$ cat src/rtl/rcc_pkg.sv
package rcc_pkg;

   localparam logic [7:0] RCC_ADDR_CONTROL  = 8'h17;
   localparam logic [7:0] RCC_ADDR_RATIO    = 8'h18;
   localparam logic [7:0] RCC_RESET_VALUE   = 8'h00;
   localparam logic [7:0] RCC_CONTROL_WMASK = 8'hC0;
   localparam logic [7:0] RCC_RATIO_WMASK   = 8'hFF;
   localparam int         RCC_BIT_ENABLE    = 7;
   localparam int         RCC_BIT_AUTODIS   = 6;
   localparam int         RCC_BIT_MANUAL    = 7;
   localparam int         RCC_BIT_SOURCE    = 6;
   localparam int         RCC_NUM_LSB       = 3;
   localparam int         RCC_DEN_LSB       = 0;
   localparam logic [2:0] RCC_RATIO_AUTO    = 3'h0;
   localparam logic [2:0] RCC_RATIO_RSV5    = 3'h5;
   localparam logic [2:0] RCC_RATIO_RSV7    = 3'h7;

   typedef enum logic [0:0] {
      RCC_SRC_PRIMARY   = 1'b0,
      RCC_SRC_SECONDARY = 1'b1
   } rcc_source_t;

   typedef struct packed {
      logic [7:0] control;
      logic [7:0] ratio;
      logic [7:0] rdata;
   } rcc_state_t;

   typedef struct packed {
      logic        converter_enable;
      logic        rate_autodetect_disable;
      logic        main_rate_manual;
      rcc_source_t main_rate_source;
      logic        numerator_auto;
      logic [2:0]  numerator;
      logic        denominator_auto;
      logic [2:0]  denominator;
      logic        ratio_reserved;
   } rcc_config_t;

endpackage : rcc_pkg

$ cat src/rtl/rcc_ratio_decode.sv
`timescale 1ns/1ps
module rcc_ratio_decode (
   input  wire logic [2:0] code_in,
   output logic            auto_out,
   output logic [2:0]      value_out,
   output logic            reserved_out
);
   always_comb begin
      auto_out     = (code_in == rcc_pkg::RCC_RATIO_AUTO);
      reserved_out = (code_in == rcc_pkg::RCC_RATIO_RSV5) || (code_in == rcc_pkg::RCC_RATIO_RSV7);
      // Codes 1..4 and 6 are the literal ratio term itself
      value_out    = (auto_out || reserved_out) ? 3'h0 : code_in;
   end
endmodule : rcc_ratio_decode

$ cat src/rtl/rcc_regs.sv
`timescale 1ns/1ps
// Behaviour
// - Control bit 7 switches the rate converter on when set, off when clear.
// - Control bit 6 set disables automatic rate detection; clear keeps it active.
// - Control bits 5..0 are reserved, read zero; software writes only zero.
// - Both registers at 0x17 and 0x18 reset to all zeros.
// - Manual bit clear infers main rate; set uses the source selection bit.
// - Source bit clear picks primary port rate, set picks secondary port rate.
// - Numerator field: 0 automatic, 1..4 literal, 6 is six; 5 and 7 reserved.
// - Denominator field: 0 automatic, 1..4 literal, 6 is six; 5 and 7 reserved.
// - Source choice names the primary and secondary audio serial interfaces.
module rcc_regs (
   input  wire logic               core_clk_in,
   input  wire logic               rst_in,
   input  wire logic               clk_en_in,
   input  wire logic               wr_en_in,
   input  wire logic               rd_en_in,
   input  wire logic [7:0]         addr_in,
   input  wire logic [7:0]         wdata_in,
   output logic [7:0]              rdata_out,
   output logic                    addr_hit_out,
   output logic                    converter_enable_out,
   output logic                    rate_autodetect_disable_out,
   output logic                    main_rate_manual_out,
   output logic                    main_rate_from_secondary_out,
   output rcc_pkg::rcc_config_t    config_out
);
   rcc_pkg::rcc_state_t state_reg;
   rcc_pkg::rcc_state_t state_next;
   logic                num_auto;
   logic [2:0]          num_value;
   logic                num_rsv;
   logic                den_auto;
   logic [2:0]          den_value;
   logic                den_rsv;

   function automatic logic [7:0] rcc_read(input logic [7:0] a, input rcc_pkg::rcc_state_t s);
      if (a == rcc_pkg::RCC_ADDR_CONTROL) begin
         rcc_read = s.control & rcc_pkg::RCC_CONTROL_WMASK;
      end else if (a == rcc_pkg::RCC_ADDR_RATIO) begin
         rcc_read = s.ratio;
      end else begin
         rcc_read = 8'h00;
      end
   endfunction : rcc_read

   always_comb begin
      state_next = state_reg;
      if (wr_en_in && addr_in == rcc_pkg::RCC_ADDR_CONTROL) begin
         state_next.control = wdata_in & rcc_pkg::RCC_CONTROL_WMASK;
      end
      if (wr_en_in && addr_in == rcc_pkg::RCC_ADDR_RATIO) begin
         state_next.ratio = wdata_in & rcc_pkg::RCC_RATIO_WMASK;
      end
      if (rd_en_in) begin
         state_next.rdata = rcc_read(addr_in, state_reg);
      end
   end

   always_ff @(posedge core_clk_in) begin
      if (rst_in) begin
         state_reg <= {rcc_pkg::RCC_RESET_VALUE, rcc_pkg::RCC_RESET_VALUE, rcc_pkg::RCC_RESET_VALUE};
      end else if (clk_en_in) begin
         state_reg <= state_next;
      end
   end

   rcc_ratio_decode u_num (
      .code_in      (state_reg.ratio[rcc_pkg::RCC_NUM_LSB +: 3]),
      .auto_out     (num_auto),
      .value_out    (num_value),
      .reserved_out (num_rsv)
   );

   rcc_ratio_decode u_den (
      .code_in      (state_reg.ratio[rcc_pkg::RCC_DEN_LSB +: 3]),
      .auto_out     (den_auto),
      .value_out    (den_value),
      .reserved_out (den_rsv)
   );

   assign rdata_out                    = state_reg.rdata;
   assign addr_hit_out                 = (addr_in == rcc_pkg::RCC_ADDR_CONTROL) || (addr_in == rcc_pkg::RCC_ADDR_RATIO);
   assign converter_enable_out         = state_reg.control[rcc_pkg::RCC_BIT_ENABLE];
   assign rate_autodetect_disable_out  = state_reg.control[rcc_pkg::RCC_BIT_AUTODIS];
   assign main_rate_manual_out         = state_reg.ratio[rcc_pkg::RCC_BIT_MANUAL];
   // Source only matters once the manual choice is taken
   assign main_rate_from_secondary_out = state_reg.ratio[rcc_pkg::RCC_BIT_MANUAL]
                                         & state_reg.ratio[rcc_pkg::RCC_BIT_SOURCE];

   always_comb begin
      config_out.converter_enable        = state_reg.control[rcc_pkg::RCC_BIT_ENABLE];
      config_out.rate_autodetect_disable = state_reg.control[rcc_pkg::RCC_BIT_AUTODIS];
      config_out.main_rate_manual        = state_reg.ratio[rcc_pkg::RCC_BIT_MANUAL];
      config_out.main_rate_source        = rcc_pkg::rcc_source_t'(state_reg.ratio[rcc_pkg::RCC_BIT_SOURCE]);
      config_out.numerator_auto          = num_auto;
      config_out.numerator               = num_value;
      config_out.denominator_auto        = den_auto;
      config_out.denominator             = den_value;
      config_out.ratio_reserved          = num_rsv | den_rsv;
   end
endmodule : rcc_regs

$ cat config.mk
export PLATFORM = sky130hd
export DESIGN_NAME = rcc_regs
export DESIGN_NICKNAME = d
export VERILOG_FILES = /design/src/rtl/rcc_pkg.sv /design/src/rtl/rcc_ratio_decode.sv /design/src/rtl/rcc_regs.sv
export SDC_FILE = /design/constraint.sdc
export NUM_CORES = 1
export LEC_CHECK = 0
export BUFFER_PORTS_ARGS = -buffer_cell sky130_fd_sc_hd__buf_2
export CAP_MARGIN = 40
export CORE_MARGIN = 8
export CORE_UTILIZATION = 40
export DETAILED_ROUTE_END_ITERATION = 8
export PLACE_DENSITY_LB_ADDON = 0.05
export SYNTH_ARGS = -nofsm -noshare
export SYNTH_HDL_FRONTEND = slang
export SYNTH_HIERARCHICAL = 1
export SYNTH_SLANG_ARGS = --single-unit
$ cat constraint.sdc
create_clock -name core_clk_in -period 3.11 [get_ports core_clk_in]
set_input_delay 0 -clock core_clk_in [delete_from_list [all_inputs] [get_ports core_clk_in]]
set_output_delay 0 -clock core_clk_in [all_outputs]
set_load 0.02 [all_outputs]
==> results of run 1 <==
[critical path, delay by kind of cell (launching register included)]
kind	cells	cell delay [ns]
buf+inv	1	0.16
flops	1	0.38
simple gates	2	0.49
[cell type report]
cell class                      instances  area share
Multi-Input combinational cell         74       0.425
Sequential cell                        18       0.287
Timing Repair Buffer                   53       0.240
Tap cell                               30      0.0299
Clock buffer                            3      0.0180
[stage by stage]
stage                     worst slack [ns]  utilization
after global routing                  1.72        0.511
after detailed placement              1.62        0.473
after CTS                             1.78        0.511
after floorplan                       2.06            -
final                                 1.79        0.511
after global placement                1.65        0.473
[cells by family (layout without fill, tap and decap cells)]
kind of cell / Yosys count / count (layout) / synth area share
flip-flops: 18 / 18 / 0.353
AND/OR/NAND/NOR: 52 / 52 / 0.351
AO/OA/AOI/OAI: 11 / 11 / 0.0637
buffers and inverters: 18 / 56 / 0.125
multiplexers: 11 / 11 / 0.108
[power by group through the flow]
stage               Combinational (µW)  Clock (µW)  Sequential [µW]
finish                            41.4         110              230
global route                      45.8         125              231
CTS                               41.6         114              231
detailed placement                35.2           0              236
global placement                  34.5           0              236
floorplan                         17.0           0              236
[cells in the final DEF, fill, tap and decap left out]
master / Yosys / final
a21boi_0: 2 / 2
a21oi_1: 6 / 6
a22oi_1: 1 / 1
and2_0: 1 / 1
and2_1: 1 / 1
and2_2: 2 / 2
and2b_2: 2 / 2
and4_1: 2 / 2
and4b_1: 1 / 1
buf_2: 0 / 46
clkbuf_4: 0 / 3
dfxtp_1: 18 / 18
dlygate4sd3_1: 0 / 7
mux2i_1: 11 / 11
nand2_1: 7 / 7
nand2b_1: 18 / 18
nand3b_1: 3 / 3
nand4_1: 6 / 6
nor2_1: 1 / 1
nor2b_1: 3 / 3
nor3_1: 2 / 2
nor4b_4: 2 / 2
o21ai_0: 1 / 1
o31ai_1: 1 / 1
or2_2: 1 / 1
[per-layer routing]
metal  vias up  global-route usage  part of all wire
li1        445                   -                 -
met1       371               0.130              0.43
met2        30               0.181              0.47
met3         4              0.0470             0.076
met4         0              0.0400             0.016
met5         -                   0                 0
[worst max-delay path by stage]
stage,depth (start not counted),startpoint,slack [ns],endpoint
finish,3,state_reg[10],1.79,config_out[0]
global route,3,state_reg[10],1.72,config_out[0]
CTS,3,state_reg[10],1.78,config_out[0]
detailed placement,4,addr_in[5],1.62,state_reg[10]
global placement,4,addr_in[5],1.65,state_reg[11]
floorplan,4,addr_in[5],2.06,config_out[10]
==> reports/qor.csv, run 1 <==
stage;metric;value;unit
status;status;finished clean;
yosys;yosys warns;6;
worst_hold_path;min-delay src;wdata_in[6];
timing;endpoints failing setup;0;
timing;Worst Tran Pin Value;0.487;ns
yosys;Synth Instances;110;
power_and_ir_drop;Net Sw Power;82.7;µW
critical_path;Worst R2R End;rdata_out[7];
critical_path;CP Capture Type;output port;
die;core footprint;2450;µm²
critical_path;RR Startpoint;config_out[10];
cts;CTS tree;built;
drt;remaining antenna violation count;0;
yosys;ys async rst share;0;
die;Die Wd;66.5;µm
layout;Multi-input gate area;533;µm²
critical_path;worst-path fanout max;7;
placed_design;Port Buf Inserts;46;
critical_path;Startpoint Class;flop;
placed_design;routability congestion estimate;0.747;
die;IO Count;47;
grt;initial antenna violation count;0;
power_and_ir_drop;Seq pwr share;0.604;
cts;CTS clk-pin slew, worst paths;0.09;ns
yosys;ranking of synthesized cells by area;dfxtp_1 (35%), nand2b_1 (11%), mux2i_1 (11%), buf_4 (10%), nor4b_4 (4.7%);
layout;Reg area;360;µm²
power_and_ir_drop;Clk pwr share;0.287;
critical_path;WS Path Type;reg -> out;
cts;clock sinks;18;
power_and_ir_drop;Pint;299;µW
drt;routed vias;850;
cts;cts repair resizes;0;
grt;first-pass GRT wire length;3.99;mm
placed_design;Placed Cells;168;
yosys;Synth area leader;dfxtp_1;
power_and_ir_drop;P_leak;0.000550;µW
drt;WL/cell;13.1;µm
cts;Skew-Pair Late Insertion Delay;0.28;ns
timing;RSZ-0062 raised after global routing;no;
yosys;Yosys top cell area share;0.353;
timing;Slew headroom;0.674;
yosys;Post-synth EDFFs;0;
layout;number of fill cells;251;
worst_hold_path;type of the tightest min-delay check;in -> reg;
power_and_ir_drop;power per standard cell area;304;nW/µm²
cts;H-tree levels;1;
yosys;Post-Syn Area;1020;µm²
timing;Hold Slack;0.0139;ns
timing;Setup TNS;0;ns
flow_run;max-cap violations;0;
timing;crit share post-route;0.424;
cts;CTS Hold Bufs;7;
worst_hold_path;end point of the worst hold path;config_out[11];
layout;Finished Cell Area;1250;µm²
layout;antenna cells;0;
worst_hold_path;hold depth;3;
yosys;Net Count, Synth;131;
layout;nets;171;
drt;number of DRC markers in iteration 0;13;
cts;Num CTS Buffers;3;
placed_design;Cell Area, Placed;1160;µm²
power_and_ir_drop;VDD IR max;219;µV
grt;All-Layer GR Usage;0.112;
die;die area;4420;µm²
timing;final clock skew;0.00194;ns
critical_path;Worst R2R Path Depth;2;
power_and_ir_drop;Power, Total;381;µW
cts;Clock Tree Buf Depth;2;
critical_path;worst path required time;3.11;ns
cts;CTS root buf;clkbuf_4;
critical_path;worst reg-to-reg setup slack;2.29;ns
critical_path;Crit path largest cell delay;0.38;ns
grt;vias in the first global route;896;
drt;Avg Vias per Cell;4.78;
yosys;register area share after synthesis;0.353;
yosys;Synth Area per Inst;9.28;µm²
layout;layout cells sized above 1;0.378;
grt;global route overflow;0;
timing;Hold Vio Cnt, Final;0;
placed_design;DP HPWL;1.82;mm
drt;# DRC;0;
yosys;Yosys reg bits;18;
drt;WL final;2.33;mm
yosys;Synth Flop Type;dfxtp_1;
critical_path;Max stage delay cell, worst path;dfxtp_1;
layout;fin cells;178;
power_and_ir_drop;combinational power share;0.108;
critical_path;CP Cell Sequence;and2_2 -> or2_2 -> buf_2;
power_and_ir_drop;Sw Share;0.217;
layout;max FFs per register;8;
layout;synthesis-to-layout area growth;22.8;%
die;starting density of the core;0.416;
drt;Pre-Repair DR Iteration Count;4;
timing;Period minus WS final;1.32;ns
die;Die H;66.5;µm
yosys;Distinct cells, synth;25;
die;Rows;18;
yosys;most instantiated cells after synthesis;dfxtp_1 (18), nand2b_1 (18), buf_4 (14);
critical_path;arrival time worst endpoint;1.32;ns
timing;Final Max Slew Viols;0;
timing;Max Freq;758;MHz
grt;pin count of the biggest net entering global routing;28;
cts;setup bufs post-CTS;0;
Note: power is estimated with default switching activity, not from simulation.
==> run 2, diff against run 1 <==
clock period = 1.2 ns   (was 3.11 ns; I/O delays follow)
==> run 2 against run 1 <==
Effect of this change:
- flip-flop and latch count is the same
- hold slack lost 0.0087 ns
- die area is the same
- design area grew 8.9%
- first-iteration DRC count grew 38%
- non-clock buffer count grew 6
- largest cell class unchanged
- via count grew 4.2%
==> reports/qor.csv, run 2 (synthesis results as in run 1) <==
stage;metric;value;unit
status;status;finished clean;
drt;# DRC;0;
timing;Slew headroom;0.764;
cts;CTS root buf;clkbuf_4;
layout;fin cells;185;
critical_path;arrival time worst endpoint;1.16;ns
layout;antenna cells;0;
timing;Hold Vio Cnt, Final;0;
layout;most common cell after layout, fill and taps aside;buf_2;
critical_path;family with the most delay on the worst path;simple AND/OR/NAND/NOR gates;
power_and_ir_drop;Sw Share;0.226;
critical_path;instance count on the critical path;3;
layout;nets;177;
placed_design;Placed Cells;171;
timing;crit share post-route;0.969;
critical_path;CP Cell Sequence;and2_4 -> or2_4 -> buf_6;
grt;vias in the first global route;978;
power_and_ir_drop;Net Sw Power;244;µW
timing;endpoints failing setup;0;
power_and_ir_drop;P_leak;0.000605;µW
critical_path;CP Capture Type;output port;
grt;global route overflow;0;
placed_design;DP HPWL;1.90;mm
timing;RSZ-0062 raised after global routing;yes;
die;Die Wd;66.5;µm
power_and_ir_drop;combinational power share;0.103;
placed_design;Port Buf Inserts;46;
worst_hold_path;hold depth;3;
critical_path;Buf/Inv on CP;1;
critical_path;Startpoint Class;flop;
power_and_ir_drop;power per standard cell area;790;nW/µm²
die;die area;4420;µm²
die;starting density of the core;0.416;
critical_path;worst path required time;1.20;ns
timing;final clock skew;0.00775;ns
drt;Pre-Repair DR Iteration Count;4;
layout;most frequent cells in the layout;buf_2 (44), nand2b_1 (18), dfxtp_1 (14);
power_and_ir_drop;VDD IR max;754;µV
cts;H-tree levels;1;
cts;Skew-Pair Late Insertion Delay;0.30;ns
worst_hold_path;type of the tightest min-delay check;in -> reg;
critical_path;worst-path fanout max;2;
worst_hold_path;end point of the worst hold path;config_out[10];
drt;routed vias;886;
flow_run;max-cap violations;0;
power_and_ir_drop;Seq pwr share;0.546;
critical_path;worst reg-to-reg setup slack;0.39;ns
critical_path;RR Startpoint;config_out[10];
drt;WL/cell;13.5;µm
cts;CTS tree;built;
cts;clock sinks;18;
die;core footprint;2450;µm²
critical_path;Max stage delay cell, worst path;dfxtp_4;
timing;Final Max Slew Viols;0;
drt;number of DRC markers in iteration 0;18;
layout;synthesis-to-layout area growth;33.7;%
power_and_ir_drop;Clk pwr share;0.352;
critical_path;Worst R2R Path Depth;2;
grt;initial antenna violation count;0;
die;IO Count;47;
grt;pin count of the biggest net entering global routing;28;
worst_hold_path;min-delay src;wdata_in[7];
layout;layout cells sized above 1;0.452;
timing;Period minus WS final;1.16;ns
cts;Num CTS Buffers;3;
layout;number of fill cells;228;
timing;Setup TNS;0;ns
drt;WL final;2.50;mm
timing;Worst Tran Pin Value;0.354;ns
placed_design;routability congestion estimate;0.740;
critical_path;Worst R2R End;rdata_out[7];
timing;Max Freq;860;MHz
die;Rows;18;
cts;Clock Tree Buf Depth;2;
die;Die H;66.5;µm
power_and_ir_drop;Pint;834;µW
drt;Avg Vias per Cell;4.79;
critical_path;WS Path Type;reg -> out;
drt;remaining antenna violation count;0;
grt;All-Layer GR Usage;0.121;
critical_path;Crit path largest cell delay;0.36;ns
grt;first-pass GRT wire length;4.26;mm
cts;CTS clk-pin slew, worst paths;0.10;ns
layout;max FFs per register;8;
==> run 2: final cells by class <==
cell class                 count  area (µm²)  share of cell area
multi-input combinational     74         548               0.401
sequential                    18         375               0.275
clock buffer                   4        36.3              0.0266
tap                           30        37.5              0.0275
timing repair buffer          59         368               0.269
==> run 2: worst max path at each step <==
stage	from	end	slack, ns
finish	state_reg[13]	config_out[0]	0.04
global route	state_reg[13]	config_out[0]	-0.009
CTS	state_reg[10]	config_out[0]	0.004
detailed placement	addr_in[5]	config_out[11]	0.08
global placement	addr_in[5]	config_out[12]	0.12
floorplan	addr_in[5]	config_out[10]	0.15
==> run 2: power groups by stage <==
stage / combinational (µW) / sequential (µW) / clock (µW)
after detailed placement: 95.8 / 611 / 0
after global placement: 92.5 / 611 / 0
after global routing: 122 / 589 / 417
after floorplan: 44.0 / 611 / 0
final: 111 / 588 / 379
after CTS: 111 / 591 / 384
==> run 2: worst register-to-register path: stages (launching register included) <==
cell,delay (ns)
dfxtp_1,0.40
mux2i_1,0.10
o31ai_1,0.24
==> run 2: repair_timing <==
item | in CTS | in global routing
setup buffers | 3 | 1
hold buffers | 6 | 0
endpoints found under the setup margin | 1 | 4
pin swaps | 0 | 1
resized for setup | 11 | 8
hold endpoints to repair | 6 | 0
gates cloned | 0 | 0
==> run 2: metrics by stage <==
stage	area, µm²	setup slack, ns	total power [µW]	hold slack (ns)	utilization
after floorplan	1020	0.153	655	0.155	-
after global routing	1370	-0.00877	1130	0.00128	0.556
final	1370	0.0373	1080	0.00528	0.556
after global placement	1200	0.124	704	0.261	0.487
after CTS	1340	0.00434	1090	0.00412	0.544
after detailed placement	1200	0.0832	707	0.275	0.487
==> run 2: metal layers <==
metal  vias up  track usage  routed length (µm)
li1        454            -                   -
met1       409        0.131                1070
met2        21        0.212                1250
met3         2       0.0470                 162
met4         0       0.0373                  15
met5         -            0                   0
